$ cat src/include/volatile_read_consts.vh
// Constants for the volatile read-setup register block and its serial front end.
// Assumes inclusion by bare name from design files; definitions only.
`ifndef VOLATILE_READ_CONSTS_VH
`define VOLATILE_READ_CONSTS_VH

// ----------------------------------------------------------------------------
// Register layout
// ----------------------------------------------------------------------------
`define SETUP_RESET      8'hFB
`define SETUP_DUMMY_HI   7
`define SETUP_DUMMY_LO   4
`define SETUP_INPL_BIT   3
`define SETUP_FIXED_BIT  2
`define SETUP_WRAP_HI    1
`define SETUP_WRAP_LO    0

// ----------------------------------------------------------------------------
// Field encodings
// ----------------------------------------------------------------------------
`define DUMMY_ZERO       4'h0
`define DUMMY_DEFAULT    4'hF
`define DUMMY_FAST_DEF   4'h8
`define WRAP_16          2'h0
`define WRAP_32          2'h1
`define WRAP_64          2'h2
`define WRAP_CONT        2'h3
`define MASK_16          24'h00000F
`define MASK_32          24'h00001F
`define MASK_64          24'h00003F

// ----------------------------------------------------------------------------
// Command codes
// ----------------------------------------------------------------------------
`define CMD_WRITE_SETUP  8'h81
`define CMD_READ_SETUP   8'h85
`define CMD_QUICK_READ   8'h0B
`define CMD_TUNE_READ    8'h5A

// ----------------------------------------------------------------------------
// Framing counts and tuning pattern
// ----------------------------------------------------------------------------
`define CMD_BITS         5'h08
`define ADDR_BITS        5'h18
`define DATA_BITS        5'h08
`define TUNE_B0          8'h00
`define TUNE_B1          8'hFF
`define TUNE_B2          8'h55
`define TUNE_B3          8'hAA

`endif

$ cat src/hw/byte_fifo.v
// Small synchronous FIFO with valid/ready on both sides and a flush.
// Assumes a single clock and a synchronous active-high reset.
`timescale 1ns/1ns

module byte_fifo #(
  parameter WIDTH  = 8,
  parameter DEPTH  = 4,
  parameter ADDR_W = 2
) (
  // Clock and reset
  input  wire             mclk,
  input  wire             reset,
  input  wire             flush,
  // Fill side
  input  wire             inValid,
  output wire             inReady,
  input  wire [WIDTH-1:0] inData,
  // Drain side
  output wire             outValid,
  input  wire             outReady,
  output wire [WIDTH-1:0] outData
);

  reg [WIDTH-1:0] store [0:DEPTH-1];
  reg [ADDR_W:0]  wrPtr_r;
  reg [ADDR_W:0]  rdPtr_r;

  wire fullNow  = (wrPtr_r[ADDR_W] != rdPtr_r[ADDR_W]) &&
                  (wrPtr_r[ADDR_W-1:0] == rdPtr_r[ADDR_W-1:0]);
  wire emptyNow = (wrPtr_r == rdPtr_r);

  assign inReady  = ~fullNow;
  assign outValid = ~emptyNow;
  assign outData  = store[rdPtr_r[ADDR_W-1:0]];

  always @(posedge mclk) begin
    if (inValid && !fullNow) begin
      store[wrPtr_r[ADDR_W-1:0]] <= inData;
    end
  end

  always @(posedge mclk) begin
    if (reset || flush) begin
      wrPtr_r <= {(ADDR_W+1){1'b0}};
      rdPtr_r <= {(ADDR_W+1){1'b0}};
    end else begin
      if (inValid && !fullNow) begin
        wrPtr_r <= wrPtr_r + 1'b1;
      end
      if (outReady && !emptyNow) begin
        rdPtr_r <= rdPtr_r + 1'b1;
      end
    end
  end

endmodule

$ cat src/hw/volatile_read_config.v
// Serial front end of the flash holding the volatile read-setup register,
// its download into the internal configuration, and the quick-read path.
// Assumes a mode-0 serial host on sclk/csN/dataIn, slow against mclk.
`timescale 1ns/1ns
`include "volatile_read_consts.vh"

module volatile_read_config (
  // Clock and reset
  input  wire        mclk,
  input  wire        reset,
  // Serial link
  input  wire        sclk,
  input  wire        csN,
  input  wire        dataIn,
  output reg         dataOut_r,
  output reg         dataOe_r,
  // Internal configuration in force
  output reg  [3:0]  dummyCycles_r,
  output reg         executeInPlace_r,
  output reg  [1:0]  wrapMode_r
);

  // --------------------------------------------------------------------------
  // States
  // --------------------------------------------------------------------------
  localparam ST_CMD   = 3'h0;
  localparam ST_ADDR  = 3'h1;
  localparam ST_DUMMY = 3'h2;
  localparam ST_OUT   = 3'h3;
  localparam ST_WRITE = 3'h4;
  localparam ST_SKIP  = 3'h5;

  localparam SRC_ARRAY = 2'h0;
  localparam SRC_SETUP = 2'h1;
  localparam SRC_TUNE  = 2'h2;

  // --------------------------------------------------------------------------
  // Synchronisers and edge detection
  // --------------------------------------------------------------------------
  reg sclkS1_r, sclkS2_r, sclkS3_r;
  reg csS1_r, csS2_r, csS3_r;
  reg dinS1_r, dinS2_r;

  always @(posedge mclk) begin
    if (reset) begin
      sclkS1_r <= 1'b0;
      sclkS2_r <= 1'b0;
      sclkS3_r <= 1'b0;
      csS1_r   <= 1'b1;
      csS2_r   <= 1'b1;
      csS3_r   <= 1'b1;
      dinS1_r  <= 1'b0;
      dinS2_r  <= 1'b0;
    end else begin
      sclkS1_r <= sclk;
      sclkS2_r <= sclkS1_r;
      sclkS3_r <= sclkS2_r;
      csS1_r   <= csN;
      csS2_r   <= csS1_r;
      csS3_r   <= csS2_r;
      dinS1_r  <= dataIn;
      dinS2_r  <= dinS1_r;
    end
  end

  wire sclkRise = sclkS2_r & ~sclkS3_r & ~csS2_r;
  wire sclkFall = ~sclkS2_r & sclkS3_r & ~csS2_r;
  wire frameEnd = csS2_r & ~csS3_r;

  // --------------------------------------------------------------------------
  // Registers
  // --------------------------------------------------------------------------
  reg  [7:0]  setup_r;
  reg         download_r;
  reg  [2:0]  state_r;
  reg  [4:0]  bitCnt_r;
  reg  [23:0] shiftIn_r;
  reg  [7:0]  shiftOut_r;
  reg  [2:0]  outCnt_r;
  reg  [1:0]  src_r;
  reg  [1:0]  tuneIdx_r;
  reg         writeDone_r;
  reg         skipArm_r;
  reg         skipCmd_r;
  reg  [23:0] fetchAddr_r;
  reg         fetchOn_r;

  wire [23:0] shiftNext = {shiftIn_r[22:0], dinS2_r};
  wire [4:0]  bitNext   = bitCnt_r + 5'h01;

  // Dummy count in force: zero and all-ones both take the command default
  wire [3:0]  dummyUsed = (dummyCycles_r == `DUMMY_ZERO ||
                           dummyCycles_r == `DUMMY_DEFAULT) ?
                          `DUMMY_FAST_DEF : dummyCycles_r;

  // --------------------------------------------------------------------------
  // Array fetch into the FIFO
  // --------------------------------------------------------------------------
  wire        fifoInReady;
  wire        fifoOutValid;
  wire [7:0]  fifoOutData;
  wire        fifoPop = (state_r == ST_OUT) && sclkFall && (outCnt_r == 3'h0) &&
                        (src_r == SRC_ARRAY);
  wire        fifoFlush = frameEnd;
  // Array content stands in as a fixed function of the byte address
  wire [7:0]  arrayByte = fetchAddr_r[7:0] ^ fetchAddr_r[15:8] ^ fetchAddr_r[23:16];

  reg  [23:0] wrapMask;
  always @* begin
    case (wrapMode_r)
      `WRAP_16: wrapMask = `MASK_16;
      `WRAP_32: wrapMask = `MASK_32;
      `WRAP_64: wrapMask = `MASK_64;
      default:  wrapMask = 24'h000000;
    endcase
  end

  wire [23:0] addrInc  = fetchAddr_r + 24'h000001;
  // Block base keeps the high bits, so no byte outside the block is fetched
  wire [23:0] addrNext = (wrapMode_r == `WRAP_CONT) ? addrInc :
                         ((fetchAddr_r & ~wrapMask) | (addrInc & wrapMask));

  byte_fifo #(
    .WIDTH  (8),
    .DEPTH  (4),
    .ADDR_W (2)
  ) u_fifo (
    .mclk     (mclk),
    .reset    (reset),
    .flush    (fifoFlush),
    .inValid  (fetchOn_r),
    .inReady  (fifoInReady),
    .inData   (arrayByte),
    .outValid (fifoOutValid),
    .outReady (fifoPop),
    .outData  (fifoOutData)
  );

  // --------------------------------------------------------------------------
  // Next output byte
  // --------------------------------------------------------------------------
  reg [7:0] tuneByte;
  reg [7:0] nextByte;
  always @* begin
    case (tuneIdx_r)
      2'h0:    tuneByte = `TUNE_B0;
      2'h1:    tuneByte = `TUNE_B1;
      2'h2:    tuneByte = `TUNE_B2;
      default: tuneByte = `TUNE_B3;
    endcase
    case (src_r)
      SRC_ARRAY: nextByte = fifoOutValid ? fifoOutData : 8'hFF;
      SRC_SETUP: nextByte = setup_r;
      default:   nextByte = tuneByte;
    endcase
  end

  // --------------------------------------------------------------------------
  // Register and internal configuration
  // --------------------------------------------------------------------------
  always @(posedge mclk) begin
    if (reset) begin
      setup_r          <= `SETUP_RESET;
      download_r       <= 1'b0;
      dummyCycles_r    <= `DUMMY_DEFAULT;
      executeInPlace_r <= 1'b0;
      wrapMode_r       <= `WRAP_CONT;
    end else begin
      download_r <= 1'b0;
      if (frameEnd && writeDone_r) begin
        setup_r    <= shiftIn_r[7:0] & ~(8'h01 << `SETUP_FIXED_BIT);
        download_r <= 1'b1;
      end
      if (download_r) begin
        dummyCycles_r    <= setup_r[`SETUP_DUMMY_HI:`SETUP_DUMMY_LO];
        executeInPlace_r <= ~setup_r[`SETUP_INPL_BIT];
        wrapMode_r       <= setup_r[`SETUP_WRAP_HI:`SETUP_WRAP_LO];
      end
    end
  end

  // --------------------------------------------------------------------------
  // Frame sequencer
  // --------------------------------------------------------------------------
  always @(posedge mclk) begin
    if (reset) begin
      state_r     <= ST_CMD;
      bitCnt_r    <= 5'h00;
      shiftIn_r   <= 24'h000000;
      shiftOut_r  <= 8'h00;
      outCnt_r    <= 3'h0;
      src_r       <= SRC_ARRAY;
      tuneIdx_r   <= 2'h0;
      writeDone_r <= 1'b0;
      skipArm_r   <= 1'b0;
      skipCmd_r   <= 1'b0;
      fetchAddr_r <= 24'h000000;
      fetchOn_r   <= 1'b0;
      dataOut_r   <= 1'b0;
      dataOe_r    <= 1'b0;
    end else if (csS2_r) begin
      // Deselected: next frame opens with a command, or an address in execute-in-place
      state_r     <= skipCmd_r ? ST_ADDR : ST_CMD;
      bitCnt_r    <= 5'h00;
      outCnt_r    <= 3'h0;
      tuneIdx_r   <= 2'h0;
      fetchOn_r   <= 1'b0;
      dataOe_r    <= 1'b0;
      if (frameEnd) begin
        writeDone_r <= 1'b0;
      end
    end else begin
      if (fetchOn_r && fifoInReady) begin
        fetchAddr_r <= addrNext;
      end
      case (state_r)
        ST_CMD: begin
          if (sclkRise) begin
            shiftIn_r <= shiftNext;
            bitCnt_r  <= bitNext;
            if (bitNext == `CMD_BITS) begin
              bitCnt_r <= 5'h00;
              case (shiftNext[7:0])
                `CMD_WRITE_SETUP: state_r <= ST_WRITE;
                `CMD_READ_SETUP: begin
                  state_r <= ST_OUT;
                  src_r   <= SRC_SETUP;
                end
                `CMD_QUICK_READ: begin
                  state_r <= ST_ADDR;
                  src_r   <= SRC_ARRAY;
                end
                `CMD_TUNE_READ: begin
                  state_r <= ST_OUT;
                  src_r   <= SRC_TUNE;
                end
                default: state_r <= ST_SKIP;
              endcase
            end
          end
        end
        ST_ADDR: begin
          if (sclkRise) begin
            shiftIn_r <= shiftNext;
            bitCnt_r  <= bitNext;
            if (bitNext == `ADDR_BITS) begin
              bitCnt_r    <= 5'h00;
              fetchAddr_r <= shiftNext;
              fetchOn_r   <= 1'b1;
              src_r       <= SRC_ARRAY;
              state_r     <= ST_DUMMY;
            end
          end
        end
        ST_DUMMY: begin
          if (sclkRise) begin
            bitCnt_r <= bitNext;
            // First dummy bit low confirms execute-in-place for the next frame
            if (bitCnt_r == 5'h00) begin
              skipArm_r <= executeInPlace_r & ~dinS2_r;
            end
            if (bitNext == {1'b0, dummyUsed}) begin
              bitCnt_r <= 5'h00;
              state_r  <= ST_OUT;
            end
          end
        end
        ST_OUT: begin
          if (sclkFall) begin
            dataOe_r <= 1'b1;
            if (outCnt_r == 3'h0) begin
              dataOut_r  <= nextByte[7];
              shiftOut_r <= {nextByte[6:0], 1'b0};
              outCnt_r   <= 3'h7;
              if (src_r == SRC_TUNE) begin
                tuneIdx_r <= tuneIdx_r + 2'h1;
              end
            end else begin
              dataOut_r  <= shiftOut_r[7];
              shiftOut_r <= {shiftOut_r[6:0], 1'b0};
              outCnt_r   <= outCnt_r - 3'h1;
            end
          end
        end
        ST_WRITE: begin
          if (sclkRise && !writeDone_r) begin
            shiftIn_r <= shiftNext;
            bitCnt_r  <= bitNext;
            if (bitNext == `DATA_BITS) begin
              writeDone_r <= 1'b1;
            end
          end
        end
        default: begin
          dataOe_r <= 1'b0;
        end
      endcase
    end
    if (!reset && frameEnd) begin
      skipCmd_r <= skipArm_r & executeInPlace_r;
      skipArm_r <= 1'b0;
    end
  end

endmodule

$ cat config.mk
export PLATFORM = sky130hd
export DESIGN_NAME = volatile_read_config
export DESIGN_NICKNAME = d
export VERILOG_FILES = /design/src/hw/byte_fifo.v /design/src/hw/volatile_read_config.v
export VERILOG_INCLUDE_DIRS = /design/src /design/src/include
export SDC_FILE = /design/constraint.sdc
export NUM_CORES = 1
export LEC_CHECK = 0
export CAP_MARGIN = 15
export CORE_ASPECT_RATIO = 1.25
export CORE_MARGIN = 2
export CORE_UTILIZATION = 25
export DETAILED_ROUTE_END_ITERATION = 10
export DONT_BUFFER_PORTS = 1
export SLEW_MARGIN = 10
export SYNTH_ARGS = -nofsm -noshare
export SYNTH_HDL_FRONTEND = slang
export SYNTH_SLANG_ARGS = --single-unit
$ cat constraint.sdc
create_clock -name mclk -period 3 [get_ports mclk]
set_input_delay 0 -clock mclk [delete_from_list [all_inputs] [get_ports mclk]]
set_output_delay 0 -clock mclk [all_outputs]
set_load 0.1 [all_outputs]
== Word-level counts from Yosys, hierarchy flattened ==
Memory sizes are Yosys's and may differ from the RTL's. A register that Yosys moved wholly into a read port is not among the register bits.
Index checks and enable logic that the tools add are counted.

* Register bits: 105
* RAM bits: 32
* Output and inout bits: 9
* Memories kept: 1

{| class="wikitable"
|+ Memory list
! name !! depth !! bits a word !! read ports !! clocked after memory_dff !! wr ports !! line !! source
|-
| u_fifo.store || 4 || 8 || 1 || 1 || 1 || byte_fifo.v:24 || <nowiki>reg [WIDTH-1:0] store [0:DEPTH-1];</nowiki>
|}

* Add/sub/neg operators: 6
* Equal/unequal tests: 38
* Mux-type cells: 54
* Bitwise gates (word level): 21
* Reduce and logical (&&, ||, !) cells: 47

{| class="wikitable"
|+ Operators with widths
! cell !! count
|-
| 2-to-1 mux 24 bit || 5
|-
| AND 24 bit || 2
|-
| 2-to-1 mux 23 bit || 2
|-
| one-hot mux 23 bit (2 select lines) || 1
|-
| 2-to-1 mux 5 bit || 7
|-
| adder 24 x 1 -> 24 bit, second input constant || 1
|-
| 2-to-1 mux 3 bit || 8
|-
| inverter 24 bit || 1
|-
| OR 24 bit || 1
|-
| one-hot mux 8 bit (3 select lines) || 1
|-
| one-hot mux 5 bit (4 select lines) || 1
|-
| inequality test 3 bit, second input constant || 6
|-
| one-hot mux 3 bit (3 select lines) || 2
|-
| one-hot mux 6 bit (3 select lines) || 1
|-
| == test 8 bit, second input constant || 2
|-
| 2-to-1 mux 8 bit || 2
|-
| one-hot mux 8 bit (2 select lines) || 1
|-
| AND reduction 4 bit || 4
|-
| XOR 8 bit || 2
|-
| inequality test 2 bit, second input constant || 7
|-
| AND reduction 7 bit || 2
|-
| 2-to-1 mux 1 bit || 13
|-
| 2-to-1 mux 2 bit || 6
|-
| nonzero test 2 bit || 6
|-
| 39 further kinds || 82
|}

== Longest topological paths before layout ==
Gate-level depths: netlist of the first run.

* Depth in word-level cells: 10
* Depth in mapped cells: 9

== Hierarchy ==
From an unflattened synthesis of the first run, not the netlist that was laid out.

* Cells, all modules: 760
* Area total of the unflattened synthesis: 6815.3 um^2

{| class="wikitable"
|+ By module, submodules not included
! module !! instances !! cells an instance !! area an instance (um^2) !! sequential area each (um^2)
|-
| volatile_read_config || 1 || 649 || 5083.6 || 1971.9
|-
| byte_fifo || 1 || 111 || 1731.7 || 1121.1
|}

== Least setup slack after synthesis of the first run ==
OpenSTA, ideal clock, no wires.

* Path kind: reg-to-reg
* Start point: register wrapMode_r[1]
* End point: register fetchAddr_r[23]
* Library setup time: 0.132 ns
* Arrival: 2.666 ns
* Data required time: 2.868 ns
* Slack: 0.201 ns
* Stages on the path, launching flop included: 8
* Period minus slack after synthesis: 2.799 ns
* Cell sequence: dfxtp_1 ha_1 and4_1 nand4_1 or3_1 or3_1 nand3_1 a21oi_1

* Longest elaborated chain between the ends: 6

{| class="wikitable"
|+ Ends and longest elaborated chain
! element !! line !! source
|-
| start: declaration || volatile_read_config.v:20 || <nowiki>output reg [1:0] wrapMode_r</nowiki>
|-
| start signal: assignment || volatile_read_config.v:167 || <nowiki>wrapMode_r <= `WRAP_CONT;</nowiki>
|-
| start signal: assignment || volatile_read_config.v:177 || <nowiki>wrapMode_r <= setup_r[`SETUP_WRAP_HI:`SETUP_WRAP_LO];</nowiki>
|-
| == test 2 bit (no source line) * || -- ||
|-
| 2-to-1 mux 24 bit * || volatile_read_config.v:120 || <nowiki>wire [23:0] addrNext = (wrapMode_r == `WRAP_CONT) ? addrInc :</nowiki>
|-
| 2-to-1 mux 24 bit * || volatile_read_config.v:213 || <nowiki>if (fetchOn_r && fifoInReady) begin</nowiki>
|-
| 2-to-1 mux 24 bit || volatile_read_config.v:246 || <nowiki>if (bitNext == `ADDR_BITS) begin</nowiki>
|-
| 2-to-1 mux 24 bit || volatile_read_config.v:243 || <nowiki>if (sclkRise) begin</nowiki>
|-
| 2-to-1 mux 24 bit * || volatile_read_config.v:216 || <nowiki>case (state_r)</nowiki>
|-
| end signal: assignment || volatile_read_config.v:214 || <nowiki>fetchAddr_r <= addrNext;</nowiki>
|-
| end signal: assignment || volatile_read_config.v:248 || <nowiki>fetchAddr_r <= shiftNext;</nowiki>
|-
| end: declaration || volatile_read_config.v:85 || <nowiki>reg [23:0] fetchAddr_r;</nowiki>
|}

Mark *: on every way between the ends. The rest lies on a longest branch, timed or not.
A chain may end at the register's enable or synchronous reset.

== Worst setup path in the final report of the first run ==
* Start point: register bitCnt_r[0]
* End point: register fetchAddr_r[21]

* Longest elaborated chain between the ends: 5

{| class="wikitable"
|+ Ends and longest elaborated chain
! element !! line !! source
|-
| start: declaration || volatile_read_config.v:76 || <nowiki>reg [4:0] bitCnt_r;</nowiki>
|-
| start signal: assignment || volatile_read_config.v:220 || <nowiki>bitCnt_r <= bitNext;</nowiki>
|-
| start signal: assignment || volatile_read_config.v:245 || <nowiki>bitCnt_r <= bitNext;</nowiki>
|-
| start signal: assignment || volatile_read_config.v:257 || <nowiki>bitCnt_r <= bitNext;</nowiki>
|-
| adder 5 x 1 -> 5 bit || volatile_read_config.v:89 || <nowiki>wire [4:0] bitNext = bitCnt_r + 5'h01;</nowiki>
|-
| == test 5 bit (no source line) || -- ||
|-
| 2-to-1 mux 24 bit || volatile_read_config.v:246 ||
|-
| 2-to-1 mux 24 bit || volatile_read_config.v:243 ||
|-
| 2-to-1 mux 24 bit || volatile_read_config.v:216 ||
|}

Every way passes these cells.

==> results of run 1 <==
==> cell families (layout without fill, tap and decap cells) <==
| family | Yosys count | count (layout) | share of synthesized area (%) |
|---|---|---|---|
| compound gates | 188 | 188 | 17.43 |
| simple gates | 292 | 292 | 21.65 |
| flops | 138 | 138 | 45.93 |
| buf+inv | 71 | 75 | 4.162 |
| mux | 19 | 19 | 4.329 |
| xor+xnor | 30 | 30 | 3.902 |
| fa+ha+maj | 14 | 14 | 2.601 |
==> flip-flops by register name, summed over array words and instances, names as in the netlist, 4 cells and up, named ones only <==
signal         count
bitCnt_r           5
shiftIn_r         23
dummyCycles_r      4
setup_r            7
u_fifo.store      32
shiftOut_r         7
fetchAddr_r       24
==> layout by cell type (no fill, tap or decap), types with 18 or more instances in the layout <==
master	instances
o21ai_0	31
nor2_1	45
nand3_1	22
a21oi_1	65
edfxtp_1	33
o211ai_1	18
dfxtp_1	105
xnor2_1	22
nor3_1	19
inv_1	20
nand2_1	109
==> Yosys cell counts (7+ instances only) <==
cell type and instances:
nor4_1 13, nand2_1 109, a21oi_1 65, and3_1 9, nor3_1 19, nor2_1 45
nand2b_1 9, a31oi_1 11, edfxtp_1 33, nand3_1 22, mux2i_1 10, xnor2_1 22
inv_1 20, dfxtp_1 105, mux4_2 8, o211ai_1 18, nor2b_1 13, o21ai_0 31
a22oi_1 7, xor2_1 8, o31ai_1 9, buf_2 8, and2_1 12, ha_1 14
clkbuf_1 39
==> critical path, cell delays in order (launching register included) <==
cell and delay [ns]:
dfxtp_1 0.57, ha_1 0.34, nand2_1 0.17, or3_1 0.70, and3_1 0.33, a22oi_1 0.15
a21oi_1 0.08
==> path summary, 6_finish.rpt <==
path / startpoint / end / slack (ns) / depth (start not counted)
max reg2reg: bitCnt_r[0]$_SDFFE_PP0P_ / fetchAddr_r[21]$_SDFFE_PP0N_ / 0.52 / 6
min reg2reg: csS1_r$_SDFF_PP1_ / csS2_r$_SDFF_PP1_ / 0.41 / 1
max: bitCnt_r[0]$_SDFFE_PP0P_ / fetchAddr_r[21]$_SDFFE_PP0N_ / 0.52 / 6
min: reset / wrapMode_r[1]$_SDFFE_PP1P_ / 0.04 / 2
==> routing by layer <==
| metal | routed length (µm) | part of all wire, % |
|---|---|---|
| met5 | 0 | 0 |
| met4 | 403 | 2.5 |
| met3 | 571 | 3.5 |
| met2 | 8001 | 49 |
| met1 | 7233 | 45 |
==> per-stage QoR <==
stage	area, µm²	cells
3_5_place_dp	7087	1062
5_1_grt	7769	1101
2_1_floorplan	6734	752
3_3_place_gp	7087	1062
6_report	7769	1101
4_1_cts	7769	1101
==> power groups by stage <==
stage / logic [W] / clock network [W] / registers, W
after floorplan: 0.0000420 / 0 / 0.00194
after global placement: 0.0000433 / 0 / 0.00194
after detailed placement: 0.0000431 / 0 / 0.00194
after CTS: 0.0000672 / 0.00215 / 0.00190
after global routing: 0.0000729 / 0.00223 / 0.00190
final: 0.0000673 / 0.00212 / 0.00190
==> final cells by class <==
class                   count  area (µm²)
multi-input cells         543        3367
fillers                  2824       18890
clock buffers              20       446.7
repair buffers             23       207.7
inverters                  20       75.07
clock inverters            12       147.6
well taps                 345       431.7
flip-flops and latches    138        3093
==> what timing repair did <==
action | 4_1_cts | 5_1_grt
hold buffers | 7 | 0
buffers inserted | 0 | 0
hold endpoints to repair | 66 | 0
==> impl_metrics.tcl, run 1 <==
set metrics [dict create \
    synth_edf_count 33 \
    grt_pass1_vias 5101 \
    clk_latency_ns 0.43 \
    synth_ff_type "dfxtp_1" \
    tightest_slew_ns 0.9668 \
    ctsHtreeMaxLevel 4 \
    report.final.slew_viol_count 0 \
    hold_ws_ns 0.03515 \
    placementRows 67 \
    area_growth_pct 15.37 \
    grtUsageMet3_pct 2.725 \
    post-route-period-util_pct 82.67 \
    grt_pass1_wl_mm 26.29 \
    ys_warn_count 0 \
    drive_gt1_share_pct 8.730 \
    cts_num_sinks 138 \
    path_max_fanout 17 \
    cp-end-kind "register" \
    synth.cell_area_mm2 0.006734 \
    post-place-ws_ns 0.5442 \
    synth_top_area_cell "dfxtp_1" \
    cap_violations 0 \
    cts_tree "built" \
    drt_wl_total_mm 16.21 \
    die_w_um 150.8 \
    period_needed_ns 2.480 \
    p_sw_w 0.0008449 \
    die_area_mm2 0.02827 \
    setup_tns_ns 0 \
    syn_avg_cell_area_um2 8.955 \
    yosysSeqAreaShare_pct 45.93 \
    cts_buffers 17 \
    start_kind "register" \
    antenna_found_initial 0 \
    io_pins 14 \
    grt_overflow 0 \
    postLayoutCoreUtil_pct 29.14 \
    gr-usage-met1_pct 14.39 \
    critPathKind "reg -> reg" \
    ctsRootBufferMaster "clkbuf_16" \
    grt_use_total_pct 11.83 \
    drt-pass1-iter-count 5 \
    fin_skew_ns 0.008390 \
    yosys-top-cells-area "dfxtp_1 (31%), edfxtp_1 (15%), nand2_1 (6.1%), a21oi_1 (4.8%), xnor2_1 (2.9%)" \
    power_w 0.004091 \
    grt_use_met2_pct 19.81 \
    setup_slack_ns 0.5200 \
    peakVddDrop_v 0.0004320 \
    gp_congestion 0.8435 \
    synthArstFlopShare_pct 0 \
    n_antenna_cell 0 \
    synth_cells 752 \
    ys_types 70 \
    fp.dieH_um 187.5 \
    pwr-share-seq_pct 46.6 \
    top_usage_layer "met2" \
    yosysTopAreaCellShare_pct 31.22 \
    start_util_pct 25.26 \
    dp_hpwl_mm 11.32 \
    report.final.setup_viol 0 \
    wl_per_cell_um 14.72 \
    vias_per_cell 4.865 \
    antenna_left 0 \
    p_leak_nw 2.545 \
    nets 762 \
    synthesis.nets 771 \
    pwr-share-comb_pct 1.6 \
    slew_headroom_pct 35.46 \
    crit_required_ns 3.30 \
    io_buffers 0 \
    p_sw_share_pct 20.65 \
    core_area_mm2 0.02666 \
    ys_ff_latch 138 \
    p_int_w 0.003246 \
    worstPathArrival_ns 2.78 \
    fmax_ghz 0.4032 \
    grt_start_max_net_pins 65 \
    hold_viol 0 \
    ctsResizeCount 0 \
    drc 0 \
    drt_iter0_drc 245 \
    vias 5356 \
    hp-class "in -> reg" \
    cts.reportedPaths.clkPinSlew_ns 0.06 \
    outcome "completed" \
    max-clock-path-buffers 2 \
    clockPowerShare_pct 51.8 \
    power_density_mw_per_mm2 526.6 \
    grt_setup_unrepaired "false" \
]
(Power assumes the default switching activity.)
==> run 2: changes to the inputs <==
--- a/config.mk
+++ b/config.mk
@@ -6,6 +6,7 @@
 export SDC_FILE = /design/constraint.sdc
 export NUM_CORES = 1
 export LEC_CHECK = 0
+export ABC_AREA = 1
 export CAP_MARGIN = 15
 export CORE_ASPECT_RATIO = 1.25
 export CORE_MARGIN = 2
==> constraint.sdc (replaced) <==
create_clock -name mclk -period 2.6 [get_ports mclk]
set_input_delay 0 -clock mclk [delete_from_list [all_inputs] [get_ports mclk]]
set_output_delay 0 -clock mclk [all_outputs]
set_load 0.1 [all_outputs]
==> run 2 against run 1 <==
Effect of this change: flip-flop and latch count unchanged; clock power up 12%; combinational power up 63%; area after synthesis up 6.7%; routed wire length up 6.5%; register-to-register slack worse by 0.05 ns; final cell count up 23%; power up 15%; sequential share of layout area down 2.1 points; largest power group unchanged; highest routed layer unchanged.
==> impl_metrics.tcl, run 2 <==
set metrics [dict create \
    cts_buffers 17 \
    start_kind "register" \
    largest_reg_flops 32 \
    max-clock-path-buffers 2 \
    synth_edf_count 33 \
    fin_skew_ns 0.01502 \
    wl_per_cell_um 12.70 \
    synth_cells 983 \
    vias_per_cell 4.526 \
    grt_overflow 0 \
    ys_ff_latch 138 \
    fp.dieH_um 193.5 \
    period_needed_ns 2.135 \
    ys_warn_count 0 \
    report.final.setup_viol 0 \
    ctsHtreeMaxLevel 4 \
    yosys-top-cells-area "dfxtp_1 (29%), edfxtp_1 (14%), nand2_1 (12%), nor2_1 (7.3%), o21ai_0 (6.7%)" \
    clockPowerShare_pct 50.7 \
    yosysTopAreaCellShare_pct 29.25 \
    cts_num_sinks 138 \
    report.final.slew_viol_count 0 \
    yosysSeqAreaShare_pct 43.04 \
    outcome "completed" \
    grt_pass1_wl_mm 29.40 \
    drt_wl_total_mm 17.26 \
    post-route-period-util_pct 82.11 \
    syn_avg_cell_area_um2 7.310 \
    gp_congestion 0.8270 \
    cts.reportedPaths.clkPinSlew_ns 0.06 \
    cts_tree "built" \
    postLayoutCoreUtil_pct 28.99 \
    drt_iter0_drc 451 \
    antenna_left 0 \
    drt-pass1-iter-count 5 \
    vias 6151 \
    seqCellArea_mm2 0.003093 \
    clk_latency_ns 0.42 \
    cp-end-kind "register" \
    final_common_cell "nand2_1" \
    crit_required_ns 2.91 \
    ctsRootBufferMaster "clkbuf_16" \
    dp_hpwl_mm 12.68 \
    post-cts-setup-buffers 0 \
    path_max_fanout 25 \
    nets 1011 \
    grt_use_total_pct 11.89 \
    hold_ws_ns 0.2306 \
    synth_ff_type "dfxtp_1" \
    antenna_found_initial 0 \
    core_area_mm2 0.02832 \
    synthesis.nets 1002 \
    critPathKind "reg -> reg" \
    synth_commonest_cells "nand2_1 (225), nor2_1 (139), inv_1 (107)" \
    grt_setup_unrepaired "false" \
    grt_pass1_vias 6035 \
    fillers 3075 \
    slew_headroom_pct 34.82 \
    io_buffers 0 \
    drc 0 \
    fmax_ghz 0.4684 \
    multi_input_area_mm2 0.003483 \
    drive_gt1_share_pct 9.363 \
    power_density_mw_per_mm2 572.3 \
    synthArstFlopShare_pct 0 \
    pwr-share-seq_pct 47.0 \
    tightest_slew_ns 0.9745 \
    area_growth_pct 14.23 \
    p_int_w 0.003662 \
    peakVddDrop_v 0.0003653 \
    p_leak_nw 3.227 \
    die_area_mm2 0.03012 \
    grt_start_max_net_pins 30 \
    ys_types 45 \
    start_util_pct 25.38 \
    synth.cell_area_mm2 0.007186 \
    layout_common_cells "nand2_1 (225), nor2_1 (138), inv_1 (107), dfxtp_1 (105), o21ai_0 (96)" \
    placementRows 69 \
    setup_tns_ns 0 \
    hp-class "in -> reg" \
    pwr-share-comb_pct 2.3 \
    p_sw_share_pct 22.06 \
    n_antenna_cell 0 \
    synth_top_area_cell "dfxtp_1" \
    hold_viol 0 \
    yosysMostFrequentCell "nand2_1" \
    p_sw_w 0.001036 \
    cap_violations 0 \
    worstPathArrival_ns 2.44 \
    io_pins 14 \
    die_w_um 155.6 \
]
-- run 2: kinds of logic after synthesis --
| logic type | share of synthesized area, % |
|---|---|
| AO/OA/AOI/OAI | 14.10 |
| XOR/XNOR | 3.030 |
| buffers and inverters | 8.515 |
| flip-flops | 43.04 |
| adder cells (fa/ha/maj) | 2.438 |
| AND/OR/NAND/NOR | 28.87 |
-- run 2: layer usage --
layer | track usage, % | wire length (µm) | vias to the layer above
met3 | 1.591 | 419 | 12
met4 | 3.772 | 204 | 0
li1 | - | - | 3231
met2 | 21.78 | 8880 | 74
met5 | 0 | 0 | -
met1 | 14.23 | 7752 | 2834
-- run 2: layout make-up --
cell class,instances,area share [%]
multi-input cells,699,42.44
clock inverters,11,1.296
clock buffers,20,5.823
inverters,114,5.213
flip-flops and latches,138,37.68
well taps,355,5.412
repair buffers,22,2.134
-- run 2: worst paths after layout --
| check | from | to | slack, ns | depth (start not counted) |
|---|---|---|---|---|
| worst max-delay path | bitCnt_r[0]$_SDFFE_PP0P_ | fetchAddr_r[22]$_SDFFE_PP0N_ | 0.47 | 10 |
| worst min-delay path | csN | csS1_r$_SDFF_PP1_ | 0.23 | 2 |
| worst max register to register | bitCnt_r[0]$_SDFFE_PP0P_ | fetchAddr_r[22]$_SDFFE_PP0N_ | 0.47 | 10 |
| worst min register to register | sclkS1_r$_SDFF_PP0_ | sclkS2_r$_SDFF_PP0_ | 0.41 | 2 |
-- run 2: power groups by stage --
stage	Sequential (W)	Clock [W]	Combinational (W)
5_1_grt	0.00221	0.00252	0.000126
3_3_place_gp	0.00225	0	0.0000982
6_report	0.00221	0.00238	0.000110
2_1_floorplan	0.00225	0	0.0000794
3_5_place_dp	0.00225	0	0.0000987
4_1_cts	0.00221	0.00242	0.000110
-- run 2: metrics by stage --
step | instance area (µm²) | total power, W | setup WS, ns | std cells
floorplan | 7186 | 0.002329 | 0.1824 | 983
global placement | 7584 | 0.002351 | 0.5199 | 1324
detailed placement | 7584 | 0.002351 | 0.4785 | 1324
CTS | 8208 | 0.004737 | 0.4515 | 1359
global route | 8208 | 0.004851 | 0.1844 | 1359
finish | 8208 | 0.004698 | 0.4651 | 1359
-- run 2: what timing repair did --
action | in CTS | in global routing
hold buffers | 4 | 0
resized for setup | 0 | 0
endpoints found under the hold margin | 57 | 0
-- run 2: critical path, cell delays in order, from the launching register on --
cell and delay (ns):
dfxtp_1 0.44, ha_1 0.27, nand2_4 0.08, o21ai_1 0.16, nand2_2 0.11, inv_1 0.12
nand4_4 0.35, o21ai_0 0.32, inv_1 0.06, nand2_1 0.06, nand2_1 0.04
